--- config.mk ---
export PLATFORM = sky130hd
export DESIGN_NAME = fps_top
export DESIGN_NICKNAME = d
export VERILOG_FILES = /design/src/design/fps_pkg.sv /design/src/design/fps_sel_if.sv /design/src/design/fps_sync3.sv /design/src/design/fps_addr_dec.sv /design/src/design/fps_top.sv
export VERILOG_INCLUDE_DIRS = /design/src /design/src/design
export SDC_FILE = /design/constraint.sdc
export NUM_CORES = 1
export LEC_CHECK = 0
export BUFFER_PORTS_ARGS = -buffer_cell sky130_fd_sc_hd__buf_2
export CORE_ASPECT_RATIO = 1.4
export CORE_MARGIN = 3
export CORE_UTILIZATION = 30
export CTS_CLUSTER_DIAMETER = 80
export CTS_CLUSTER_SIZE = 25
export DETAILED_ROUTE_END_ITERATION = 10
export GPL_ROUTABILITY_DRIVEN = 0
export PLACE_DENSITY = 0.53
export SYNTH_ARGS = -nofsm -noshare
export SYNTH_HDL_FRONTEND = slang
export SYNTH_SLANG_ARGS = --single-unit
--- constraint.sdc ---
create_clock -name clk -period 4.4 [get_ports clk]
set_clock_uncertainty 0.2 [all_clocks]
set_input_delay 0.88 -clock clk [delete_from_list [all_inputs] [get_ports clk]]
set_output_delay 0.88 -clock clk [all_outputs]
set_load 0.01 [all_outputs]
--- src/design/fps_defs.svh ---
// offsets, field positions, reset values and codes of the page-select block
`ifndef FPS_DEFS_SVH
`define FPS_DEFS_SVH

// ****************************************
// register offsets
// ****************************************
`define FPS_ADDR_W 12
`define FPS_OFF_CTL 12'hFF8
`define FPS_OFF_PAGE 12'hFF9
`define FPS_OFF_STAT 12'hFFA

// ****************************************
// page-select fields
// ****************************************
`define FPS_INFO_BIT 7
`define FPS_PAGE_MSB 6
`define FPS_PAGE_W 7
`define FPS_PAGE_RST 8'h00
`define FPS_SECT_RST 8'h00

// ****************************************
// program memory geometry
// ****************************************
`define FPS_PADDR_W 16
`define FPS_PAGE_BYTES 512
`define FPS_PAGE_SHIFT 9
`define FPS_INFO_BASE 16'hFE00
`define FPS_INFO_TOP 16'hFFFF
`define FPS_SECT_LSB 4

// ****************************************
// unlock and redirect codes
// ****************************************
`define FPS_KEY1 8'hA5
`define FPS_KEY2 8'h5A
`define FPS_REDIRECT 8'h5E

// ****************************************
// synchroniser depth
// ****************************************
`define FPS_SYNC_STAGES 3

`endif

--- src/design/fps_pkg.sv ---
// types shared by the page-select block
package fps_pkg;

  typedef enum logic [1:0] {
    FPS_LOCKED,
    FPS_KEY1_SEEN,
    FPS_UNLOCKED,
    FPS_SECT_SEL
  } fps_lock_e;

  typedef enum logic [1:0] {
    FPS_PROT_NONE,
    FPS_PROT_READ,
    FPS_PROT_ALL
  } fps_prot_e;

endpackage

--- src/design/fps_sel_if.sv ---
// carries page field, info enable and address to the decoder and its hits
`timescale 1ns/10ps
`include "fps_defs.svh"

interface fps_sel_if;
  logic [`FPS_PADDR_W-1:0] addr;
  logic [`FPS_PAGE_W-1:0] page;
  logic info_area_enable;
  logic page_hit;
  logic info_hit;

  modport ctl (output addr, output page, output info_area_enable,
               input page_hit, input info_hit);
  modport dec (input addr, input page, input info_area_enable,
               output page_hit, output info_hit);
endinterface

--- src/design/fps_sync3.sv ---
// three-stage synchroniser; output moves only when stages two and three agree
`timescale 1ns/10ps
`include "fps_defs.svh"

module fps_sync3 #(
  parameter int W = 1
) (
  input wire logic clk,
  input wire logic rst_n,
  input wire logic [W-1:0] d,
  output logic [W-1:0] q
);
  logic [W-1:0] s1_r;
  logic [W-1:0] s2_r;
  logic [W-1:0] s3_r;

  always_ff @(posedge clk or negedge rst_n) begin
    if (!rst_n) begin
      s1_r <= '0;
      s2_r <= '0;
      s3_r <= '0;
    end else begin
      s1_r <= d;
      s2_r <= s1_r;
      s3_r <= s2_r;
    end
  end

  // per bit: accept only a settled value
  always_ff @(posedge clk or negedge rst_n) begin
    if (!rst_n) begin
      q <= '0;
    end else begin
      for (int i = 0; i < W; i++) begin
        if (s2_r[i] == s3_r[i]) begin
          q[i] <= s3_r[i];
        end
      end
    end
  end
endmodule

--- src/design/fps_addr_dec.sv ---
// decodes a program address against the selected page and the info window
`timescale 1ns/10ps
`include "fps_defs.svh"

module fps_addr_dec (
  fps_sel_if.dec sel
);
  // upper seven address bits name the 512-byte page
  assign sel.page_hit =
    (sel.addr[`FPS_PADDR_W-1:`FPS_PAGE_SHIFT] == sel.page);

  assign sel.info_hit = sel.info_area_enable &&
    (sel.addr >= `FPS_INFO_BASE) && (sel.addr <= `FPS_INFO_TOP);
endmodule

--- src/design/fps_top.sv ---
// page select, sector protect and option-bit protection for the flash
// How it works
// - Writes to the shared address go to page select unless the controller is unlocked and was sent the redirect code, which steers writes to sector protect.
// - Program memory splits into 512-byte pages and the page field names one.
// - During page erase only addresses whose top seven bits equal the page field are selected.
// - The page field is program address bits 15..9 and picks the page for erase; its bits 6..4 pick the sector protect bit.
// - With info enable set the information area answers at FE00 through FFFF.
// - With info enable clear the information area is never selected.
// - The two option bits select one of three protection levels.
// - A programmed read-protect option stops the debugger reading user code.
`timescale 1ns/10ps
`include "fps_defs.svh"

module fps_top
  import fps_pkg::*;
(
  input wire logic clk,
  input wire logic rstn,
  input wire logic [`FPS_ADDR_W-1:0] reg_addr,
  input wire logic [7:0] reg_wdata,
  input wire logic reg_wr,
  input wire logic reg_rd,
  output logic [7:0] reg_rdata,
  input wire logic read_protect_option,
  input wire logic write_protect_option,
  input wire logic [`FPS_PADDR_W-1:0] prog_addr,
  input wire logic erase_active,
  input wire logic dbg_read_req,
  output logic erase_sel_r,
  output logic info_sel_r,
  output logic main_sel_r,
  output logic dbg_read_block_r,
  output logic prog_block_r,
  output logic [1:0] prot_level_r
);

  // ****************************************
  // reset release
  // ****************************************
  logic rst_s1_r;
  logic rst_n_s;

  always_ff @(posedge clk or negedge rstn) begin
    if (!rstn) begin
      rst_s1_r <= 1'b0;
      rst_n_s <= 1'b0;
    end else begin
      rst_s1_r <= 1'b1;
      rst_n_s <= rst_s1_r;
    end
  end

  // ****************************************
  // option bit inputs
  // ****************************************
  logic [1:0] opt_q;
  logic rp_prog;
  logic wp_prog;

  fps_sync3 #(.W(2)) u_opt_sync (
    .clk(clk),
    .rst_n(rst_n_s),
    .d({write_protect_option, read_protect_option}),
    .q(opt_q)
  );

  assign rp_prog = opt_q[0];
  assign wp_prog = opt_q[1];

  // ****************************************
  // bus decode
  // ****************************************
  logic wr_ctl;
  logic wr_page;
  logic rd_hit;

  assign wr_ctl = reg_wr && (reg_addr == `FPS_OFF_CTL);
  assign wr_page = reg_wr && (reg_addr == `FPS_OFF_PAGE);
  assign rd_hit = reg_rd;

  // ****************************************
  // unlock sequence
  // ****************************************
  fps_lock_e lock_r;
  fps_lock_e lock_nxt;

  always_comb begin
    lock_nxt = lock_r;
    unique case (lock_r)
      FPS_LOCKED: begin
        if (wr_ctl && reg_wdata == `FPS_KEY1) begin
          lock_nxt = FPS_KEY1_SEEN;
        end
      end
      FPS_KEY1_SEEN: begin
        if (wr_ctl) begin
          lock_nxt = (reg_wdata == `FPS_KEY2) ? FPS_UNLOCKED : FPS_LOCKED;
        end
      end
      FPS_UNLOCKED: begin
        if (wr_ctl) begin
          lock_nxt = FPS_LOCKED;
        end else if (wr_page && reg_wdata == `FPS_REDIRECT) begin
          lock_nxt = FPS_SECT_SEL;
        end
      end
      FPS_SECT_SEL: begin
        if (wr_ctl) begin
          lock_nxt = FPS_LOCKED;
        end
      end
    endcase
  end

  always_ff @(posedge clk or negedge rst_n_s) begin
    if (!rst_n_s) begin
      lock_r <= FPS_LOCKED;
    end else begin
      lock_r <= lock_nxt;
    end
  end

  // ****************************************
  // page select and sector protect
  // ****************************************
  logic [7:0] page_sel_r;
  logic [7:0] sect_prot_r;
  logic redirect_wr;

  // while unlocked, the redirect code itself does not land in page select
  assign redirect_wr = (lock_r == FPS_UNLOCKED) &&
                       (reg_wdata == `FPS_REDIRECT);

  always_ff @(posedge clk or negedge rst_n_s) begin
    if (!rst_n_s) begin
      page_sel_r <= `FPS_PAGE_RST;
    end else if (wr_page && lock_r != FPS_SECT_SEL && !redirect_wr) begin
      page_sel_r <= reg_wdata;
    end
  end

  // sector bits only ever get set; cleared by reset
  always_ff @(posedge clk or negedge rst_n_s) begin
    if (!rst_n_s) begin
      sect_prot_r <= `FPS_SECT_RST;
    end else if (wr_page && lock_r == FPS_SECT_SEL) begin
      sect_prot_r <= sect_prot_r | reg_wdata;
    end
  end

  // ****************************************
  // protection level
  // ****************************************
  fps_prot_e prot_nxt;

  always_comb begin
    if (wp_prog) begin
      prot_nxt = FPS_PROT_ALL;
    end else if (rp_prog) begin
      prot_nxt = FPS_PROT_READ;
    end else begin
      prot_nxt = FPS_PROT_NONE;
    end
  end

  always_ff @(posedge clk or negedge rst_n_s) begin
    if (!rst_n_s) begin
      prot_level_r <= FPS_PROT_NONE;
      prog_block_r <= 1'b0;
      dbg_read_block_r <= 1'b0;
    end else begin
      prot_level_r <= prot_nxt;
      prog_block_r <= (prot_nxt == FPS_PROT_ALL);
      dbg_read_block_r <= dbg_read_req && rp_prog;
    end
  end

  // ****************************************
  // address decode
  // ****************************************
  fps_sel_if sel ();
  logic sect_locked;
  logic [2:0] sect_idx;

  assign sel.addr = prog_addr;
  assign sel.page = page_sel_r[`FPS_PAGE_MSB:0];
  assign sel.info_area_enable = page_sel_r[`FPS_INFO_BIT];

  fps_addr_dec u_dec (
    .sel(sel)
  );

  assign sect_idx = page_sel_r[`FPS_PAGE_MSB:`FPS_SECT_LSB];
  assign sect_locked = sect_prot_r[sect_idx];

  always_ff @(posedge clk or negedge rst_n_s) begin
    if (!rst_n_s) begin
      erase_sel_r <= 1'b0;
      info_sel_r <= 1'b0;
      main_sel_r <= 1'b0;
    end else begin
      erase_sel_r <= erase_active && sel.page_hit && !sect_locked &&
                     (lock_r != FPS_LOCKED) && !wp_prog;
      info_sel_r <= sel.info_hit;
      main_sel_r <= !sel.info_hit;
    end
  end

  // ****************************************
  // read data
  // ****************************************
  always_ff @(posedge clk or negedge rst_n_s) begin
    if (!rst_n_s) begin
      reg_rdata <= 8'h00;
    end else if (rd_hit) begin
      unique case (reg_addr)
        `FPS_OFF_PAGE: begin
          reg_rdata <= (lock_r == FPS_SECT_SEL) ? sect_prot_r
                                                : page_sel_r;
        end
        `FPS_OFF_STAT: begin
          reg_rdata <= {2'h0, wp_prog, rp_prog, prot_level_r, lock_r};
        end
        default: begin
          reg_rdata <= 8'h00;
        end
      endcase
    end else begin
      reg_rdata <= 8'h00;
    end
  end
endmodule

Yosys cells after proc, flatten, opt, wreduce, memory -nomap -nowiden
Cells that the tools add are included.
- eq/ne operators: 18
- reduce and logical (&&, ||, !) cells: 22
- bitwise operators: 1
- order comparisons: 3
- mux-type cells: 14
- operators with widths (cell ; count):
    12-bit equality test, second input constant ; 3
    8-bit by 7-bit equality test with 1-bit output, second input constant ; 2
    16-bit greater-or-equal comparator, second input constant ; 1
    16-bit less-or-equal comparator, second input constant ; 1
    8-bit two-way mux ; 2
    8-bit case mux with 2 select lines ; 1
    1-bit logical AND ; 15
    2-bit two-way mux ; 7
    8-bit equality test, second input constant ; 1
    2-bit inequality test, second input constant ; 4
    8-bit OR ; 1
    2-bit case mux with 4 select lines ; 1
    7-bit equality test ; 1
    2-bit equality test, second input constant ; 3
    1-bit zero test ; 4
    3-bit by 4-bit < comparator with 1-bit output, second input constant ; 1
    4-bit AND reduction ; 1
    1-bit binary-select mux with 3-bit select ; 1
    3-bit inequality test, second input constant ; 1
    1-bit equality test ; 2
    2-bit by 1-bit equality test with 1-bit output, second input constant ; 1
    2-bit zero test ; 1
    1-bit two-way mux ; 2
    2-bit nonzero test ; 1
- register bits: 43
- input bits: 44
- logic and storage cells: 75
- output and inout bits: 15

Depth between registers and ports, before layout
Gate-level depths: netlist of the first run.
- depth in word-level cells: 6
- mapped depth: 5
- depth with buffers taken out: 4

Cells and area by module
From an unflattened synthesis of the first run, not the netlist that was laid out.
- cells, all modules: 141
- area total of the unflattened synthesis: 1875.5 um2
- modules (own cells, without submodules) (module ; seq. area each (um2) ; cells each ; area an instance (um2) ; instances):
    fps_top ; 875.8 ; 119 ; 1556.5 ; 1
    fps_sync3 ; 200.2 ; 10 ; 222.7 ; 1
    fps_addr_dec ; 0.0 ; 12 ; 96.3 ; 1

Worst setup path before layout of the first run
Ideal clock, no wire load.
- kind: in2reg
- from: in reg_addr[11]
- to: reg page_sel_r[0]
- buffers on the path: 0
- library setup time: 0.125 ns
- data required time: 4.075 ns
- stages on the path: 4
- data arrival time: 2.141 ns
- path slack: 1.934 ns
- cell sequence: nand4_1 > or4_4 > a21oi_4 > mux2_2
- longest elaborated chain between the ends: 4
- ends and longest elaborated chain (what ; line ; source):
    from (decl) ; fps_top.sv:19 ; input wire logic [`FPS_ADDR_W-1:0] reg_addr,
    12-bit equality test ; -- ;
    1-bit logical AND ; fps_top.sv:78 ; assign wr_page = reg_wr && (reg_addr == `FPS_OFF_PAGE);
    1-bit logical AND (2 in series) ; fps_top.sv:137 ; end else if (wr_page && lock_r != FPS_SECT_SEL && !redirect_wr) begin
    to (signal assigned) ; fps_top.sv:136 ; page_sel_r <= `FPS_PAGE_RST;
    to (signal assigned) ; fps_top.sv:138 ; page_sel_r <= reg_wdata;
    to (decl) ; fps_top.sv:126 ; logic [7:0] page_sel_r;
Every way passes these cells.
A chain may end at the register's enable or synchronous reset.

Worst setup path in the final report of the first run
- from: in reg_addr[11]
- to: reg page_sel_r[5]
Same word-level chain as after synthesis.

==> qor.csv, run 1 <==
metric;value;unit
synth.yosys.seq_area_share;0.599;
synth-main-ff-cell;sky130_fd_sc_hd__dfrtp_1;
post_route_cells_drive_above_1_share;0.359;
die_w;71.4;um
root_buffer;sky130_fd_sc_hd__clkbuf_8;
timing.critical_path.fanout_max;8;
dieHeight;97.6;um
holdCritPathClass;reg2async;
syn_nets;188;
rsz0062_at_grt;false;
netlist_top_cells_count;43 x sky130_fd_sc_hd__dfrtp_1, 11 x sky130_fd_sc_hd__nand2_1, 9 x sky130_fd_sc_hd__mux2_2;
regToRegEndpoint;sect_prot_r[7];
synth_most_common_cell;sky130_fd_sc_hd__dfrtp_1;
path_clk_slew;80;ps
pwr_density;315;nW/um2
netlist_top_cells_area;sky130_fd_sc_hd__dfrtp_1 60%, sky130_fd_sc_hd__mux2_2 5.6%, sky130_fd_sc_hd__a21o_1 3.3%;
synth_largest_area_cell;sky130_fd_sc_hd__dfrtp_1;
boundaryPins;59;
worst_slew_pin_slew;844;ps
gr-total-overflow;0;
post-route-worst-setup-slack;1980;ps
route.detailed.drc;0;
floorplan.rows;32;
vias;1320;
post_drt_via_cell_ratio;4.96;
syn-mean-instance-area;12.5;um2
cts-buffers-inserted;5;
timing.fmax;413;MHz
core_area;5650;um2
n_antenna_cell;0;
clock_latency;290;ps
fillers;570;
endpoint_kind;flop;
initial_utilization;0.318;
tritoncts;yes;
yosysTopAreaCellShare;0.599;
report.final.slew_viol_count;0;
drt.antenna.violating_nets;0;
layout_min_cycle_time;2420;ps
cts_setup_buffers;0;
htree_num_levels;2;
post-dp-hpwl;3150;um
drt_first_pass_iters;4;
ys.warnings.count;0;
place.port_buffers;49;
leak_pwr;1.15;nW
synth_edf_count;0;
finalNetCount;242;
period_share;0.550;
clock-sinks;43;
die_area;6970;um2
postLayoutCellArea;2210;um2
largest_registers;page_sel_r: 8 flops, reg_rdata: 8 flops, sect_prot_r: 8 flops;
finalHoldViolCount;0;
setup_total_negative_slack;0;ps
hold_buffers;0;
async_flop_share;1.00;
r2r_slack;2580;ps
yosys_register_bits;43;
detailed_route_wl;4070;um
syn2layout_area_growth;22.8;%
detail_route.iter0.violations;86;
timing.final.setup_violations;0;
crit_arrival;2390;ps
post_cts_resize_count;0;
detailedPlace.worstSlack;1670;ps
worst-r2r-cell-count;3;
grt_pass1_vias;1414;
timing.max_cap.violations;0;
grt_first_pass_wirelength;6820;um
finalNonFillerCells;266;
cts_max_path_buffers;2;
timing.critical_path.from_type;input pin;
worst_ir_drop_vdd;159;uV
postPlaceCellArea;2120;um2
timing.rr.start;lock_r[1];
post-place-cells;259;
grt_max_degree;42;
antenna_found_initial;0;
maxSlewHeadroom;0.432;
synth_cells;144;
timing.critical_path.required;4370;ps
grt_use_total;0.127;
fin_total_pwr;696;uW
wl_per_cell;15.3;um
timing_worst_setup_path_type;in2reg;
synth_cell_types;33;
status;finished clean;
syn-cell-area;1800;um2
==> cells in the final DEF, fill, tap and decap left out, types with 2 or more instances in the layout <==
cell	synthesis	layout
sky130_fd_sc_hd__dfrtp_1	43	43
sky130_fd_sc_hd__nand3_1	4	4
sky130_fd_sc_hd__nand4bb_1	2	2
sky130_fd_sc_hd__and3_1	3	3
sky130_fd_sc_hd__xor2_1	6	6
sky130_fd_sc_hd__o22ai_1	3	3
sky130_fd_sc_hd__nor2_1	5	5
sky130_fd_sc_hd__a31oi_1	3	3
sky130_fd_sc_hd__a21o_1	8	8
sky130_fd_sc_hd__nand4_1	4	4
sky130_fd_sc_hd__mux2_2	9	9
sky130_fd_sc_hd__o21ai_0	5	5
sky130_fd_sc_hd__nand2b_1	3	3
sky130_fd_sc_hd__inv_1	3	3
sky130_fd_sc_hd__maj3_1	2	2
sky130_fd_sc_hd__mux2i_1	4	4
sky130_fd_sc_hd__nor4_1	4	4
sky130_fd_sc_hd__a21oi_1	3	3
sky130_fd_sc_hd__clkbuf_8	0	5
sky130_fd_sc_hd__nand3b_1	3	3
sky130_fd_sc_hd__mux4_2	2	2
sky130_fd_sc_hd__buf_2	0	49
sky130_fd_sc_hd__nand2_1	11	11
==> worst max-delay path: stages <==
cell and delay (ps):
sky130_fd_sc_hd__buf_2 70, sky130_fd_sc_hd__nand4_1 160, sky130_fd_sc_hd__or4_4 600, sky130_fd_sc_hd__a21oi_4 310, sky130_fd_sc_hd__mux2_2 370
==> worst max-delay path by stage <==
stage / endpoint / start / depth (start not counted)
after floorplan: page_sel_r[0] / reg_addr[11] / 4
after global placement: page_sel_r[2] / reg_addr[11] / 5
after detailed placement: page_sel_r[4] / reg_addr[11] / 5
after CTS: page_sel_r[5] / reg_addr[11] / 5
after global routing: page_sel_r[7] / reg_addr[10] / 5
final: page_sel_r[5] / reg_addr[11] / 5
==> metal layers <==
layer	part of all wire	track usage	up-vias	routed length, um
met1	0.39	0.141	659	1590
met2	0.54	0.222	31	2200
met4	0.017	0.0564	0	70
met5	0	0	-	0
li1	-	-	625	-
met3	0.051	0.0331	5	209
==> final cells by class <==
type | count | area, um2 | area share
tap | 68 | 85.1 | 0.0386
sequential | 43 | 1080 | 0.488
inverter | 3 | 11.3 | 0.00510
timing repair buffer | 50 | 253 | 0.115
clock inverter | 2 | 13.8 | 0.00624
multi-input combinational | 95 | 698 | 0.317
clock buffer | 5 | 68.8 | 0.0312
==> stage by stage <==
step / utilization / hold slack, ps
after floorplan: - / 131
after CTS: 0.391 / 146
after detailed placement: 0.376 / 137
after global placement: 0.376 / 122
after global routing: 0.391 / 143
final: 0.391 / 113
==> cells by family (layout without fill, tap and decap cells) <==
logic type               count (synthesis)  in the layout  synth area share
adder cells (fa/ha/maj)                  2              2            0.0111
AO/OA/AOI/OAI                           24             24            0.0898
AND/OR/NAND/NOR                         47             47             0.153
XOR/XNOR                                 6              6            0.0292
buffers and inverters                    6             60            0.0125
multiplexers                            15             15             0.104
flip-flops                              43             43             0.599
other                                    1              1           0.00209
==> power by group <==
| group | switching (mW) | internal, mW |
|---|---|---|
| Sequential | 0.00580 | 0.404 |
| Combinational | 0.0256 | 0.0208 |
| Clock | 0.131 | 0.109 |
(Power assumes the default switching activity.)
==> inputs of run 2 (changes only) <==
ABC_AREA = 1   (was default)
PLACE_DENSITY = 0.54   (was 0.53)
clock period = 2 ns   (was 4.4 ns; I/O delays follow)
==> qor.csv, run 2 <==
metric;value;unit;change
synth_cells;232;;was 144
grt_use_total;0.130;;was 0.127
final_util;0.387;;was 0.391
floorplan.rows;34;;was 32
path_clk_slew;80;ps;about the same
synthAdderAreaFrac;0.0100;;was 0.0111
syn_nets;276;;was 188
pwr_density;657;nW/um2;was 315 nW/um2
drt.antenna.violating_nets;0;;unchanged
netlist_top_cells_count;49 x sky130_fd_sc_hd__nand2_1, 43 x sky130_fd_sc_hd__dfrtp_1, 37 x sky130_fd_sc_hd__inv_1;;was 43 x sky130_fd_sc_hd__dfrtp_1, 11 x sky130_fd_sc_hd__nand2_1, 9 x sky130_fd_sc_hd__mux2_2
r2r_slack;330;ps;was 2580 ps
syn2layout_area_growth;22.6;%;was 22.8%
detailed_route_wl;4480;um;was 4070 um
vias;1642;;was 1320
netlist_top_cells_area;sky130_fd_sc_hd__dfrtp_1 54%, sky130_fd_sc_hd__nand2_1 9.2%, sky130_fd_sc_hd__inv_1 6.9%;;was sky130_fd_sc_hd__dfrtp_1 60%, sky130_fd_sc_hd__mux2_2 5.6%, sky130_fd_sc_hd__a21o_1 3.3%
synth_edf_count;0;;unchanged
timing.fmax;600;MHz;
post_route_cells_drive_above_1_share;0.269;;was 0.359
timing.critical_path.from_type;flop;;was input pin
cts_max_path_buffers;2;;unchanged
globalRouteMet1Util;0.148;;was 0.141
register_area;1080;um2;unchanged
postPlaceCellArea;2330;um2;was 2120 um2
cp-endpoint;sect_prot_r[4];;was page_sel_r[5]
root_buffer;sky130_fd_sc_hd__clkbuf_8;;unchanged
synth_mux_area_frac;0;;was 0.104
tritoncts;yes;;unchanged
die_area;7700;um2;was 6970 um2
timing.max_cap.violations;0;;unchanged
timing.critical_path.fanout_max;14;;was 8
detail_route.iter0.violations;98;;was 86
die_w;75.0;um;was 71.4 um
clock_latency;290;ps;about the same
rsz0062_at_grt;false;;unchanged
grt_first_pass_wirelength;7550;um;was 6820 um
postLayoutCellArea;2450;um2;was 2210 um2
endpoint_kind;flop;;unchanged
ys.warnings.count;0;;unchanged
synth.yosys.seq_area_share;0.538;;was 0.599
setup_total_negative_slack;0;ps;unchanged
route.detailed.drc;0;;unchanged
finalNetCount;334;;was 242
multi_input_area;754;um2;was 698 um2
syn-mean-instance-area;8.63;um2;was 12.5 um2
report.final.slew_viol_count;0;;unchanged
holdCritPathClass;in2reg;;was reg2async
synth_cell_types;29;;was 33
post_cts_resize_count;0;;unchanged
core_area;6340;um2;was 5650 um2
synth-compound-area-share;0.141;;was 0.0898
layout_min_cycle_time;1670;ps;
n_antenna_cell;0;;unchanged
gr-usage-met3;0.0215;;was 0.0331
async_flop_share;1.00;;unchanged
cts-buffers-inserted;5;;unchanged
hold_buffers;4;;was 0
place.port_buffers;49;;unchanged
fillers;662;;was 570
regToRegEndpoint;sect_prot_r[4];;was sect_prot_r[7]
timing.critical_path.required;1960;ps;was 4370 ps
largest_registers;page_sel_r: 8 flops, reg_rdata: 8 flops, sect_prot_r: 8 flops;;unchanged
yosysTopAreaCellShare;0.538;;was 0.599
status;finished clean;;unchanged
synth_most_common_cell;sky130_fd_sc_hd__nand2_1;;was sky130_fd_sc_hd__dfrtp_1
initial_utilization;0.316;;was 0.318
clock-sinks;43;;unchanged
mostFrequentLayoutCells;49 x sky130_fd_sc_hd__nand2_1, 49 x sky130_fd_sc_hd__buf_2, 43 x sky130_fd_sc_hd__dfrtp_1;;was 49 x sky130_fd_sc_hd__buf_2, 43 x sky130_fd_sc_hd__dfrtp_1, 11 x sky130_fd_sc_hd__nand2_1
worstSetupStartpoint;lock_r[0];;was reg_addr[11]
post_drt_via_cell_ratio;4.54;;was 4.96
grt_busiest_layer;met2;;unchanged
worst_ir_drop_vdd;279;uV;was 159 uV
drt_first_pass_iters;4;;unchanged
synth_top_family_by_area;simple AND/OR/NAND/NOR gates;;unchanged
antenna_found_initial;0;;unchanged
htree_num_levels;2;;unchanged
grt_pass1_vias;1662;;was 1414
timing.rr.start;lock_r[0];;was lock_r[1]
leak_pwr;1.27;nW;was 1.15 nW
gr-total-overflow;0;;unchanged
met2_usage;0.233;;was 0.222
dieHeight;103;um;was 97.6 um
post-place-cells;351;;was 259
worst-r2r-cell-count;4;;was 3
period_share;0.834;;
synth_largest_area_cell;sky130_fd_sc_hd__dfrtp_1;;unchanged
grt_max_degree;41;;was 42
finalHoldViolCount;0;;unchanged
post-dp-hpwl;3540;um;was 3150 um
boundaryPins;59;;unchanged
timing_worst_setup_path_type;reg2reg;;was in2reg
finalNonFillerCells;362;;was 266
synth_simple_gate_area_share;0.220;;was 0.153
crit_arrival;1630;ps;was 2390 ps
synth-main-ff-cell;sky130_fd_sc_hd__dfrtp_1;;unchanged
wl_per_cell;12.4;um;was 15.3 um
syn-cell-area;2000;um2;was 1800 um2
timing.final.setup_violations;0;;unchanged
cts_setup_buffers;0;;unchanged
yosys_register_bits;43;;unchanged
yosys.area_share.xor_xnor;0.00437;;was 0.0292
[run 2: cell count changes after synthesis, sizes merged, moves of 6 or more]
| cell | delta |
|---|---|
| nor2 | +17 |
| xor2 | -6 |
| mux2 | -9 |
| inv | +35 |
| a21o | -8 |
| nand3 | +9 |
| nand2 | +42 |
| o21ai | +28 |
[run 2: power breakdown]
part | switching, mW | leakage [nW] | internal (mW)
combinational | 0.114 | 0.707 | 0.0667
sequential | 0.0133 | 0.514 | 0.892
clock | 0.287 | 0.0440 | 0.239
total | 0.414 | 1.27 | 1.20
[run 2: worst min-delay path by stage]
stage	start	endpoint	cells after the start
6_report	dbg_read_req	dbg_read_block_r	3
5_1_grt	dbg_read_req	dbg_read_block_r	3
4_1_cts	dbg_read_req	dbg_read_block_r	3
3_5_place_dp	rst_n_s	u_opt_sync.s1_r[1]	0
3_3_place_gp	rst_n_s	u_opt_sync.s1_r[1]	0
2_1_floorplan	rstn	rst_n_s	0
[run 2: metrics by stage]
| stage | hold WS [ps] | total power, mW | setup WS, ps |
|---|---|---|---|
| floorplan | -95.6 | 1.02 | 468 |
| global placement | -191 | 1.10 | 193 |
| detailed placement | -190 | 1.10 | 185 |
| CTS | 80.8 | 1.64 | 297 |
| global route | 106 | 1.69 | 139 |
| finish | 88.7 | 1.61 | 332 |
[run 2: cells by family after synthesis]
group / count (synthesis)
simple gates: 95
fa+ha+maj: 2
xor+xnor: 1
compound gates: 47
other cells: 1
flops: 43
buf+inv: 43
[run 2: final cells by class]
| type | count | share of cell area |
|---|---|---|
| timing repair buffer | 56 | 0.125 |
| multi-input combinational | 146 | 0.307 |
| inverter | 38 | 0.0581 |
| tap | 72 | 0.0367 |
| clock buffer | 5 | 0.0280 |
| clock inverter | 2 | 0.00561 |
| sequential | 43 | 0.439 |
[run 2: per-layer routing]
metal	wire, um	part of all wire	vias up
li1	-	-	855
met3	147	0.033	4
met4	56	0.013	0
met5	0	0	-
met1	1870	0.42	752
met2	2400	0.54	31
[run 2: worst max-delay path: stages, from the launching register on]
cell and delay (ps):
sky130_fd_sc_hd__dfrtp_1 380, sky130_fd_sc_hd__nand2_1 350, sky130_fd_sc_hd__inv_1 210, sky130_fd_sc_hd__nand2_1 280
sky130_fd_sc_hd__o21ai_0 120
==> inputs of run 3 (changes only) <==
PLACE_DENSITY = 0.52   (was 0.54)
clock period = 1.6 ns   (was 2 ns; I/O delays follow)
==> qor.csv, run 3 (synthesis gave the netlist of run 2 again) <==
metric;value;unit;change
timing.final.setup_violations;0;;unchanged
pwr_density;868;nW/um2;was 657 nW/um2
cts-buffers-inserted;5;;unchanged
root_buffer;sky130_fd_sc_hd__clkbuf_8;;unchanged
drt_first_pass_iters;4;;unchanged
finalNetCount;346;;was 334
cts_max_path_buffers;2;;unchanged
report.final.slew_viol_count;0;;unchanged
initial_utilization;0.316;;unchanged
grt_max_degree;42;;was 41
post_drt_via_cell_ratio;4.60;;was 4.54
rsz0062_at_grt;false;;unchanged
core_area;6340;um2;unchanged
crit_arrival;1460;ps;was 1630 ps
finalNonFillerCells;375;;was 362
fillers;636;;was 662
vias;1724;;was 1642
grt_pass1_vias;1755;;was 1662
routed_length_on_met1;1810;um;was 1870 um
syn2layout_area_growth;28.7;%;was 22.6%
detail_route.iter0.violations;86;;was 98
tritoncts;yes;;unchanged
grt_use_total;0.134;;was 0.130
post_route_cells_drive_above_1_share;0.300;;was 0.269
timing.max_cap.violations;0;;unchanged
dieHeight;103;um;unchanged
leak_pwr;1.34;nW;was 1.27 nW
wl_per_cell;12.2;um;was 12.4 um
period_share;0.896;;was 0.834
n_antenna_cell;0;;unchanged
cp_common_cell;sky130_fd_sc_hd__o21ai_0;;was sky130_fd_sc_hd__nand2_1
detailed_route_wl;4570;um;was 4480 um
timing.critical_path.fanout_max;12;;was 14
drt.antenna.violating_nets;0;;unchanged
post-place-cells;363;;was 351
status;finished clean;;unchanged
crit_chain;nand2_1, buf_4, o21ai_0, nand3_1, o21ai_0;;was nand2_1, inv_1, nand2_1, o21ai_0
endpoint_kind;flop;;unchanged
cp_slowest_cell;sky130_fd_sc_hd__dfrtp_1;;unchanged
boundaryPins;59;;unchanged
clock-sinks;43;;unchanged
timing.critical_path.required;1620;ps;was 1960 ps
post_cts_resize_count;0;;unchanged
holdCritPathClass;in2reg;;unchanged
die_area;7700;um2;unchanged
maxSlewHeadroom;0.660;;
post-dp-hpwl;3650;um;was 3540 um
worst_slew_pin_slew;510;ps;
cp.buffers_inverters;1;;unchanged
wl_met2;2420;um;was 2400 um
route.detailed.drc;0;;unchanged
die_w;75.0;um;unchanged
top_layer;met4;;unchanged
kind_of_cell_with_the_highest_combined_delay_on_the_critical_path;flip-flops;;was simple AND/OR/NAND/NOR gates
path_clk_slew;90;ps;was 80 ps
mostFrequentLayoutCells;49 x sky130_fd_sc_hd__nand2_1, 49 x sky130_fd_sc_hd__buf_2, 43 x sky130_fd_sc_hd__dfrtp_1;;unchanged
htree_num_levels;2;;unchanged
place.port_buffers;49;;unchanged
timing.fmax;697;MHz;was 600 MHz
gr-total-overflow;0;;unchanged
largest_registers;page_sel_r: 8 flops, reg_rdata: 8 flops, sect_prot_r: 8 flops;;unchanged
antenna_found_initial;0;;unchanged
timing.critical_path.slowest_cell_delay;440;ps;was 380 ps
worst_ir_drop_vdd;412;uV;was 279 uV
fin_total_pwr;2.24;mW;was 1.61 mW
grt_first_pass_wirelength;7840;um;was 7550 um
layout_min_cycle_time;1430;ps;was 1670 ps
hold_ws;82.2;ps;was 88.7 ps
timing.critical_path.from_type;flop;;unchanged
clock_latency;300;ps;was 290 ps
floorplan.rows;34;;unchanged
timing_worst_setup_path_type;reg2reg;;unchanged
finalHoldViolCount;0;;unchanged
met3_routed_wirelength;205;um;was 147 um
==> run 3: changes by cell type in the layout (fill, tap and decap cells not counted) <==
| cell | before | now |
|---|---|---|
| sky130_fd_sc_hd__buf_4 | 3 | 15 |
| sky130_fd_sc_hd__bufinv_16 | 0 | 1 |
| sky130_fd_sc_hd__clkinv_2 | 1 | 0 |
| sky130_fd_sc_hd__clkinv_4 | 1 | 0 |
| sky130_fd_sc_hd__clkinvlp_4 | 0 | 1 |
| sky130_fd_sc_hd__inv_6 | 0 | 1 |
==> run 3: area by class of cell <==
type	instances	area, um2	area share
Clock buffer	5	68.8	0.0267
Clock inverter	3	46.3	0.0180
Inverter	38	143	0.0554
Multi-Input combinational cell	146	754	0.293
Sequential cell	43	1080	0.418
Tap cell	72	90.1	0.0350
Timing Repair Buffer	68	398	0.154
==> run 3: worst register-to-register path: stages (launching register included) <==
cell and delay, ps:
sky130_fd_sc_hd__dfrtp_1 440, sky130_fd_sc_hd__nand2_1 110, sky130_fd_sc_hd__buf_4 190, sky130_fd_sc_hd__o21ai_0 230, sky130_fd_sc_hd__nand3_1 110, sky130_fd_sc_hd__o21ai_0 80
==> run 3: report_power, final <==
part | switching, mW | internal [mW] | leakage [nW] | total [mW]
sequential | 0.0221 | 1.12 | 0.514 | 1.14
clock | 0.386 | 0.470 | 0.0548 | 0.856
combinational | 0.142 | 0.100 | 0.767 | 0.242
==> run 3: path summary, 6_finish.rpt <==
kind                               start  cells past startpoint               to  slack, ps
setup / recovery               lock_r[1]                      5     reg_rdata[5]        170
hold / removal             prog_addr[14]                      3       info_sel_r         80
setup reg to reg               lock_r[1]                      5     reg_rdata[5]        170
hold reg to reg                  rst_n_s                      1  u_opt_sync.q[0]        100
max in group asynchronous        rst_n_s                      1   sect_prot_r[4]        740
min in group asynchronous        rst_n_s                      1  u_opt_sync.q[0]        100
==> run 3: metal layers <==
metal  vias up  GRT usage
met3        12     0.0234
met5         -          0
met1       796      0.151
met4         0     0.0671
li1        876          -
met2        40      0.236
==> run 3: metrics by stage <==
step           cell area, um2  setup WS [ps]  setup TNS, ps   util
6_report                 2580            166              0  0.406
3_3_place_gp             2420          -61.5           -523  0.382
2_1_floorplan            2000            115              0      -
5_1_grt                  2580           36.7              0  0.406
4_1_cts                  2580            146              0  0.406
3_5_place_dp             2420          -72.8           -634  0.382
==> run 3: timing repair <==
action                                  CTS  global route
endpoints found under the setup margin    0             0
hold buffers                              4             0
hold endpoints to repair                  5             0
buffers inserted                          0             0
